<file path="config.mk">
export PLATFORM = sky130hd
export DESIGN_NAME = port3_cd_pin_mux
export DESIGN_NICKNAME = d
export VERILOG_FILES = /design/src/rtl/port3_mux_pkg.sv /design/src/rtl/pad_input_sync.sv /design/src/rtl/pin_route_cell.sv /design/src/rtl/port3_cd_pin_mux.sv
export SDC_FILE = /design/constraint.sdc
export NUM_CORES = 1
export LEC_CHECK = 0
export BUFFER_PORTS_ARGS = -buffer_cell sky130_fd_sc_hd__buf_4
export CELL_PAD_IN_SITES_DETAIL_PLACEMENT = 1
export CELL_PAD_IN_SITES_GLOBAL_PLACEMENT = 2
export CORE_MARGIN = 5
export CORE_UTILIZATION = 26
export DETAILED_ROUTE_END_ITERATION = 10
export PLACE_DENSITY_LB_ADDON = 0.1
export SYNTH_ARGS = -nofsm -noshare
export SYNTH_HDL_FRONTEND = slang
export SYNTH_SLANG_ARGS = --single-unit
</file>
<file path="constraint.sdc">
create_clock -name mclk_i -period 2.1 [get_ports mclk_i]
set_clock_uncertainty 0.05 [all_clocks]
set_input_delay 0.105 -clock mclk_i [delete_from_list [all_inputs] [get_ports mclk_i]]
set_output_delay 0.105 -clock mclk_i [all_outputs]
set_load 0.02 [all_outputs]
</file>
<file path="src/rtl/port3_mux_pkg.sv">
// Shared constants and types for the port 3 C/D pin-function selectors
package port3_mux_pkg;

  // Register map, byte addresses
  localparam int          ADDR_W           = 8;
  localparam int          DATA_W           = 32;
  localparam logic [7:0]  OFF_C_LOW        = 8'h50;
  localparam logic [7:0]  OFF_C_HIGH       = 8'h54;
  localparam logic [7:0]  OFF_D_LOW        = 8'h58;
  localparam logic [7:0]  OFF_D_HIGH       = 8'h5C;

  // Field layout
  localparam int          NUM_PINS         = 16;
  localparam int          SEL_W            = 4;
  localparam int          PINS_PER_REG     = 4;
  localparam int          NUM_REGS         = 4;
  localparam int          NUM_FUNC         = 5;
  localparam int          MASK_LSB         = 16;
  localparam int          HALF_W           = 16;

  // Reset values
  localparam logic [3:0]  SEL_RESET        = 4'h0;
  localparam logic [31:0] RDATA_RESET      = 32'h0000_0000;
  localparam logic [15:0] MASK_READ_VALUE  = 16'h0000;

  // Selector codes
  localparam logic [3:0]  CODE_GPIO        = 4'h0;
  localparam logic [3:0]  CODE_DISPLAY     = 4'h1;
  localparam logic [3:0]  CODE_ALT2        = 4'h2;
  localparam logic [3:0]  CODE_ALT3        = 4'h3;
  localparam logic [3:0]  CODE_ALT4        = 4'h4;

  typedef logic [NUM_PINS-1:0][SEL_W-1:0]    sel_bank_t;
  typedef logic [NUM_PINS-1:0][NUM_FUNC-1:0] func_vec_t;

  // Drive request from the function side toward the pads
  typedef struct packed {
    func_vec_t out;
    func_vec_t oe;
  } func_drive_t;

  // Whole state of the selector block
  typedef struct packed {
    sel_bank_t             sel;
    logic [DATA_W-1:0]     rdata;
    logic [NUM_PINS-1:0]   pad_out;
    logic [NUM_PINS-1:0]   pad_oe_n;
    func_vec_t             func_in;
  } mux_state_t;

  // Two-stage pad input synchroniser state
  typedef struct packed {
    logic [NUM_PINS-1:0] meta;
    logic [NUM_PINS-1:0] stable;
  } sync_state_t;

  // Masked write: upper half enables each lower bit
  function automatic logic [15:0] masked_update(input logic [15:0] old_val,
                                                input logic [31:0] wdata);
    logic [15:0] mask;
    mask = wdata[31:16];
    return (old_val & ~mask) | (wdata[15:0] & mask);
  endfunction

endpackage

</file>
<file path="src/rtl/pad_input_sync.sv">
// Two flip-flop synchroniser for the sixteen pad inputs
`timescale 1ns/10ps
module pad_input_sync
  import port3_mux_pkg::*;
(
  input  wire logic                mclk_i,
  input  wire logic                reset_i,
  input  wire logic [NUM_PINS-1:0] pad_in_i,
  output logic      [NUM_PINS-1:0] pad_sync_o
);

  sync_state_t state;
  sync_state_t next_state;

  // First stage feeds only the second stage
  always_comb begin
    next_state        = state;
    next_state.meta   = pad_in_i;
    next_state.stable = state.meta;
  end

  // State register
  always_ff @(posedge mclk_i) begin
    if (reset_i) begin
      state <= '0;
    end else begin
      state <= next_state;
    end
  end

  assign pad_sync_o = state.stable;

endmodule

</file>
<file path="src/rtl/pin_route_cell.sv">
// Combinational routing of one pad to one of its functions
`timescale 1ns/10ps
module pin_route_cell
  import port3_mux_pkg::*;
(
  input  wire logic [SEL_W-1:0]    code_i,
  input  wire logic                legal_i,
  input  wire logic [NUM_FUNC-1:0] func_out_i,
  input  wire logic [NUM_FUNC-1:0] func_oe_i,
  input  wire logic                pad_in_i,
  output logic                     pad_out_o,
  output logic                     pad_oe_n_o,
  output logic [NUM_FUNC-1:0]      func_in_o
);

  logic [2:0] idx;

  // Reserved codes release the pad and feed no function
  always_comb begin
    idx        = code_i[2:0];
    pad_out_o  = 1'b0;
    pad_oe_n_o = 1'b1;
    func_in_o  = '0;
    if (legal_i && (code_i < SEL_W'(NUM_FUNC))) begin
      pad_out_o      = func_out_i[idx];
      pad_oe_n_o     = ~func_oe_i[idx];
      func_in_o[idx] = pad_in_i;
    end
  end

endmodule

</file>
<file path="src/rtl/port3_cd_pin_mux.sv">
// Pin-function selector registers and pad routing, port 3 groups C and D
`timescale 1ns/10ps
module port3_cd_pin_mux
  import port3_mux_pkg::*;
(
  input  wire logic                mclk_i,
  input  wire logic                reset_i,
  input  wire logic [ADDR_W-1:0]   addr_i,
  input  wire logic [DATA_W-1:0]   wdata_i,
  input  wire logic                wr_i,
  input  wire logic                rd_i,
  output logic      [DATA_W-1:0]   rdata_o,
  input  wire func_drive_t         func_drive_i,
  output func_vec_t                func_in_o,
  input  wire logic [NUM_PINS-1:0] pad_in_i,
  output logic      [NUM_PINS-1:0] pad_out_o,
  output logic      [NUM_PINS-1:0] pad_oe_n_o,
  output sel_bank_t                sel_o
);

  mux_state_t          state;
  mux_state_t          next_state;
  logic [NUM_PINS-1:0] pad_sync;
  logic [NUM_PINS-1:0] legal;
  logic [NUM_PINS-1:0] cell_out;
  logic [NUM_PINS-1:0] cell_oe_n;
  func_vec_t           cell_func_in;

  // Highest listed code per pin; pins 0..7 are group C, 8..15 group D
  function automatic logic code_listed(input int unsigned pin, input logic [3:0] code);
    logic ok;
    ok = 1'b0;
    case (pin)
      0:       ok = (code <= CODE_ALT2);
      1:       ok = (code <= CODE_ALT2);
      2:       ok = (code <= CODE_ALT3);
      3:       ok = (code <= CODE_ALT3);
      4:       ok = (code <= CODE_ALT3);
      5:       ok = (code <= CODE_ALT3);
      6:       ok = (code <= CODE_ALT3);
      7:       ok = (code <= CODE_ALT3);
      8:       ok = (code <= CODE_ALT3);
      9:       ok = (code <= CODE_ALT4);
      10:      ok = (code <= CODE_ALT4);
      11:      ok = (code <= CODE_ALT4);
      12:      ok = (code == CODE_GPIO);
      default: ok = (code == CODE_GPIO);
    endcase
    return ok;
  endfunction

  // Pad inputs come from outside the clock domain
  pad_input_sync u_sync (
    .mclk_i     (mclk_i),
    .reset_i    (reset_i),
    .pad_in_i   (pad_in_i),
    .pad_sync_o (pad_sync)
  );

  // One routing cell per pad
  for (genvar p = 0; p < NUM_PINS; p++) begin : g_pin
    assign legal[p] = code_listed(p, state.sel[p]);
    pin_route_cell u_cell (
      .code_i     (state.sel[p]),
      .legal_i    (legal[p]),
      .func_out_i (func_drive_i.out[p]),
      .func_oe_i  (func_drive_i.oe[p]),
      .pad_in_i   (pad_sync[p]),
      .pad_out_o  (cell_out[p]),
      .pad_oe_n_o (cell_oe_n[p]),
      .func_in_o  (cell_func_in[p])
    );
  end

  // Register writes, read data and registered pad outputs
  always_comb begin
    next_state          = state;
    next_state.rdata    = RDATA_RESET;
    next_state.pad_out  = cell_out;
    next_state.pad_oe_n = cell_oe_n;
    next_state.func_in  = cell_func_in;
    if (wr_i) begin
      if (addr_i == OFF_C_LOW) begin
        next_state.sel[3:0]   = masked_update(state.sel[3:0], wdata_i);
      end else if (addr_i == OFF_C_HIGH) begin
        next_state.sel[7:4]   = masked_update(state.sel[7:4], wdata_i);
      end else if (addr_i == OFF_D_LOW) begin
        next_state.sel[11:8]  = masked_update(state.sel[11:8], wdata_i);
      end else if (addr_i == OFF_D_HIGH) begin
        next_state.sel[15:12] = masked_update(state.sel[15:12], wdata_i);
      end
    end
    if (rd_i) begin
      if (addr_i == OFF_C_LOW) begin
        next_state.rdata = {MASK_READ_VALUE, state.sel[3:0]};
      end else if (addr_i == OFF_C_HIGH) begin
        next_state.rdata = {MASK_READ_VALUE, state.sel[7:4]};
      end else if (addr_i == OFF_D_LOW) begin
        next_state.rdata = {MASK_READ_VALUE, state.sel[11:8]};
      end else if (addr_i == OFF_D_HIGH) begin
        next_state.rdata = {MASK_READ_VALUE, state.sel[15:12]};
      end
    end
  end

  // State register; all selectors start at GPIO
  always_ff @(posedge mclk_i) begin
    if (reset_i) begin
      state          <= '0;
      state.sel      <= {NUM_PINS{SEL_RESET}};
      state.pad_oe_n <= '1;
    end else begin
      state <= next_state;
    end
  end

  assign rdata_o    = state.rdata;
  assign pad_out_o  = state.pad_out;
  assign pad_oe_n_o = state.pad_oe_n;
  assign func_in_o  = state.func_in;
  assign sel_o      = state.sel;
endmodule

</file>
==> results.cfg, run 1 <==
[run_status]
status = complete, no violations

[sta]
fmax_mhz = 489.9
setup_viol = 0
hold_viol_final = 0
fin_crit_sh = 0.9720
relSlewSlack = 0.5831
min_period_ns = 2.041
fin_tns_setup_ns = 0
slew_violations = 0
tightestPinTransition_ns = 0.6253
rsz0062_at_grt = no

[logic_synthesis]
synth-seq-cells = 224
synth-main-ff-cell = dfxtp_1
synth.area.top_cells = dfxtp_1 (52%), mux2i_1 (6.1%), mux4_2 (5.5%), nand4_1 (4.7%), nor2b_1 (3.6%)
synth_compound_area_frac = 0.06608
synth_cell_type_count = 40
synth_top_family_by_area = simple AND/OR/NAND/NOR gates
synth_area_um2 = 8577
ys_seq_area_frac = 0.5228
synth_xor_area_frac = 0
yosys_warnings = 0
avgSynthCellArea_um2 = 10.22
yosys.area_share.simple = 0.2185
synth_edf_count = 0
synth_fa_ha_area_frac = 0
muxShareOfSynthArea = 0.1377
postSynthCellCount = 839
async_reset_ff_frac = 0
synth_area_leader_cell = dfxtp_1
synth_top_area_frac = 0.5228

[place]
dpl_cell_area_um2 = 11950
dp.cells = 1652
portBuffers = 377
gp_congestion = 0.7416
dpl.hpwl_mm = 24.40

[detailed_routing]
vias = 8397
ant_nets = 0
post_drt_wl_per_cell_um = 18.82
initialDrtViolationCount = 283
drcViolationCount = 0
viasPerCell = 4.536
postRouteWirelength_mm = 34.83
first_pass_iters = 4

[min_path]
hp-start = func_drive_i[52]
worstHoldPathCells = 4
hold_class = primary input to flip-flop
min_to = pad_oe_n_o[10]

[pwr]
ir_drop_v = 0.0006104
p_per_area_nw_per_um2 = 706.4
finalPower_mw = 10.15
leakage_nw = 6.332

[global_routing]
grt_pass1_vias = 9051
grt_usage = 0.1810
antenna_found_initial = 1
overflow = 0
grt_max_degree = 81
grt_pass1_wl_mm = 52.54

[critical_path]
cp_data_required_time_ns = 2.48
critPathLaunchType = primary input
cp_slowest_stage_delay_ns = 0.57
worst_ep_arrival_time_ns = 2.42
cpMaxStageDelayCell = dlygate4sd3_1
cp_max_fo = 16
critPathCaptureType = flip-flop
ff2ff_path_depth = 3
critPathBufInv = 4
crit_chain = buf_4 > and4bb_2 > buf_4 > nand4_1 > mux2i_1 > dlygate4sd3_1 > nor2_1 > dlygate4sd3_1
r2r-end = pad_oe_n_o[8]
rrSetupSlack_ns = 0.16
crit_family = buffers and inverters
critPathKind = primary input to flip-flop

[job]
timing.max_cap.violations = 0

[clocking]
cts_setup_buffers = 0
clk_pin_slew_ns = 0.06
clockBufferDepth = 3
cts_tree = done
htreeDepth = 1
cts-buffers-inserted = 27
cts_sinks = 224
insertion_delay_ns = 0.54
cts-root-buf = clkbuf_16

[floorplanning]
rows = 66
die-area_um2 = 36720
coreArea_um2 = 32540
initial_core_util = 0.2636
num_io_pins = 428
die_x_um = 191.6
die_y_um = 191.6

[final_layout]
layout_commonest_cell = buf_4
mostFrequentLayoutCells = buf_4 (408), dfxtp_1 (223), dlygate4sd3_1 (149)
layout.nets = 1608
layout.cells.non_filler = 1851
postLayoutCoreUtil = 0.4416
finalInstanceArea_um2 = 14370
flow.area_growth_from_synthesis_pct = 67.51
drive_gt1_frac = 0.3438
-- cell usage after synthesis, drive strengths merged (2+ instances only) --
master,count
buf,41
and4,5
clkbuf,42
and2,7
nand2,56
mux4,26
inv,9
and4bb,2
nand3,8
nor3,24
and3,15
o21a,5
nor2,54
mux2i,52
nor4,3
a21oi,41
a31oi,7
nor2b,49
mux2,5
nor4b,4
nand2b,4
o211a,2
nand3b,13
or4,4
o21ai,45
nand4,64
o22ai,2
nor3b,18
dfxtp,224
a211oi,3
-- kinds of logic (layout without fill, tap and decap cells) --
| group | count (synthesis) | after routing |
|---|---|---|
| and+or+nand+nor | 334 | 334 |
| DFF | 224 | 224 |
| AOI/OAI and AO/OA | 105 | 105 |
| buffers and inverters | 92 | 619 |
| muxes | 83 | 83 |
| other | 1 | 44 |
-- per-stage QoR --
step,setup slack (ns),hold slack [ns]
2_1_floorplan,0.4410,0.1169
3_3_place_gp,0.5072,0.2170
3_5_place_dp,0.4771,0.2200
4_1_cts,0.07443,0.0002949
5_1_grt,0.01651,0.03366
6_report,0.05874,0.02014
-- routing by layer --
metal	GRT usage	part of all wire	routed length, µm
met2	0.3334	0.51	17740
met5	0	0	0
met4	0.03812	0.015	518
met3	0.04562	0.071	2458
met1	0.2125	0.41	14120
-- power by group --
part / internal (mW) / leakage, nW / total (mW) / switching [mW]
Sequential: 4.35 / 1.83 / 4.37 / 0.0258
Combinational: 0.558 / 4.06 / 1.00 / 0.445
Clock: 2.87 / 0.444 / 4.77 / 1.91
Total: 7.77 / 6.33 / 10.1 / 2.38
-- worst min-delay path: stages --
cell and delay (ns):
buf_4 0.07, mux4_2 0.21, mux2_2 0.14, nand2_1 0.05
-- worst max path at each step --
| stage | from | endpoint | slack [ns] | cells after the start |
|---|---|---|---|---|
| after floorplan | flip-flop | pad_oe_n_o[11] | 0.44 | 4 |
| after global placement | reset_i | func_in_o[17] | 0.51 | 5 |
| after detailed placement | addr_i[7] | rdata_o[13] | 0.48 | 5 |
| after CTS | addr_i[3] | flip-flop | 0.07 | 8 |
| after global routing | addr_i[2] | flip-flop | 0.02 | 8 |
| final | addr_i[7] | flip-flop | 0.06 | 8 |
-- timing repair --
action,in CTS,in global routing
hold endpoints to repair,115,0
hold buffers,149,0
resized for setup,0,5
endpoints found under the setup margin,0,4
-- final cells by class --
cell class	count	area, µm²
fillers	3728	18170
repair buffers	561	4599
flip-flops and latches	224	4486
multi-input cells	565	3784
clock buffers	40	794.5
well taps	442	553.0
clock inverters	9	115.1
inverters	9	33.78
diodes	1	2.502
(Power assumes the default switching activity.)
==> run 2: changes to the inputs <==
--- a/config.mk
+++ b/config.mk
@@ -9,7 +9,7 @@
 export CELL_PAD_IN_SITES_DETAIL_PLACEMENT = 1
 export CELL_PAD_IN_SITES_GLOBAL_PLACEMENT = 2
 export CORE_MARGIN = 5
-export CORE_UTILIZATION = 26
+export CORE_UTILIZATION = 28
 export DETAILED_ROUTE_END_ITERATION = 10
 export PLACE_DENSITY_LB_ADDON = 0.1
 export SYNTH_ARGS = -nofsm -noshare
==> constraint.sdc (replaced) <==
create_clock -name mclk_i -period 2.39 [get_ports mclk_i]
set_clock_uncertainty 0.05 [all_clocks]
set_input_delay 0.1195 -clock mclk_i [delete_from_list [all_inputs] [get_ports mclk_i]]
set_output_delay 0.1195 -clock mclk_i [all_outputs]
set_load 0.02 [all_outputs]
==> results.cfg, run 2 (synthesis results as in run 1) <==
[run_status]
status = complete, no violations

[pwr]
leakage_nw = 6.212
ir_drop_v = 0.0004860
p_per_area_nw_per_um2 = 652.6

[sta]
setup_viol = 0
slew_violations = 0
timing.hold.ws_ns = 0.03281
fin_crit_sh = 0.9619
hold_viol_final = 0
fmax_mhz = 435.0
relSlewSlack = 0.5836
tightestPinTransition_ns = 0.6246
fin_tns_setup_ns = 0
rsz0062_at_grt = no
min_period_ns = 2.299

[global_routing]
grt_pass1_wl_mm = 50.78
overflow = 0
grt_pass1_vias = 8829
antenna_found_initial = 0
grt_max_degree = 51
grt_usage = 0.1872

[floorplanning]
die-area_um2 = 34230
die_x_um = 185.0
rows = 64
coreArea_um2 = 30430
num_io_pins = 428
initial_core_util = 0.2819
die_y_um = 185.0

[place]
portBuffers = 377
dpl.hpwl_mm = 23.50
gp_congestion = 0.7439

[final_layout]
flow.area_growth_from_synthesis_pct = 64.27
diodes = 0
layout_commonest_cell = buf_4
layout.nets = 1573
mostFrequentLayoutCells = buf_4 (398), dfxtp_1 (218), dlygate4sd3_1 (125)
drive_gt1_frac = 0.3498
fill_cells = 3448

[clocking]
cts-buffers-inserted = 28
clk_pin_slew_ns = 0.06
clockBufferDepth = 3
insertion_delay_ns = 0.53
cts_setup_buffers = 0
htreeDepth = 1
cts-root-buf = clkbuf_16
cts_sinks = 224
cts_tree = done

[detailed_routing]
initialDrtViolationCount = 311
post_drt_wl_per_cell_um = 19.16
vias = 8341
ant_nets = 0
viasPerCell = 4.710
first_pass_iters = 6
drcViolationCount = 0
postRouteWirelength_mm = 33.94

[critical_path]
critPathBufInv = 2
cpMaxStageDelayCell = dlygate4sd3_1
crit_family = buffers and inverters
path_common_cell = dlygate4sd3_1
critPathLaunchType = flip-flop
cp_max_fo = 11
cp_slowest_stage_delay_ns = 0.57
worst_ep_arrival_time_ns = 2.66
cp_data_required_time_ns = 2.75
crit_chain = mux2i_1 > dlygate4sd3_1 > nand2_1 > and3_1 > dlygate4sd3_1
critPathKind = flip-flop to flip-flop
critPathCaptureType = flip-flop

[min_path]
hold_class = primary input to flip-flop

[job]
timing.max_cap.violations = 0
run 2: per-layer routing:
layer / up-vias / part of all wire / GRT usage
li1: 3964 / - / -
met1: 4027 / 0.41 / 0.2331
met2: 301 / 0.49 / 0.3316
met3: 49 / 0.073 / 0.04183
met4: 0 / 0.019 / 0.04198
met5: - / 0 / 0
run 2: final cells by class:
cell class,count,area (µm²),area share
clock inverter,7,110.1,0.007815
tap,396,495.5,0.03517
multi-input combinational,565,3784,0.2685
timing repair buffer,525,4279,0.3037
sequential,224,4492,0.3188
clock buffer,45,895.9,0.06358
inverter,9,33.78,0.002398
run 2: where the power goes:
part / leakage [nW] / switching (mW) / internal (mW)
sequential: 1.83 / 0.0241 / 3.82
clock: 0.500 / 1.62 / 2.87
combinational: 3.88 / 0.388 / 0.473
total: 6.21 / 2.03 / 7.16
run 2: metrics by stage:
step / setup slack, ns / instance area (µm²) / total power, mW / cells / util
after floorplan: 0.7310 / 8735 / 4.230 / 881 / -
after global placement: 0.5845 / 11830 / 4.636 / 1594 / 0.3886
after detailed placement: 0.5804 / 11830 / 4.642 / 1594 / 0.3886
after CTS: 0.05759 / 14080 / 9.347 / 1771 / 0.4628
after global routing: 0.01618 / 14090 / 9.574 / 1771 / 0.4630
final: 0.09108 / 14090 / 9.195 / 1771 / 0.4630
run 2: path summary, 6_finish.rpt:
| path | startpoint | endpoint | slack [ns] | cells after the start |
|---|---|---|---|---|
| min reg2reg | u_sync.pad_sync_o[14] | func_in_o[70] | 0.37 | 1 |
| min | reset_i | flip-flop | 0.03 | 2 |
| max reg2reg | flip-flop | pad_out_o[2] | 0.09 | 5 |
| max | flip-flop | pad_out_o[2] | 0.09 | 5 |
run 2: repair_timing:
item	4_1_cts	5_1_grt
hold buffers	125	0
endpoints found under the setup margin	0	6
endpoints found under the hold margin	110	0
resized for setup	0	6
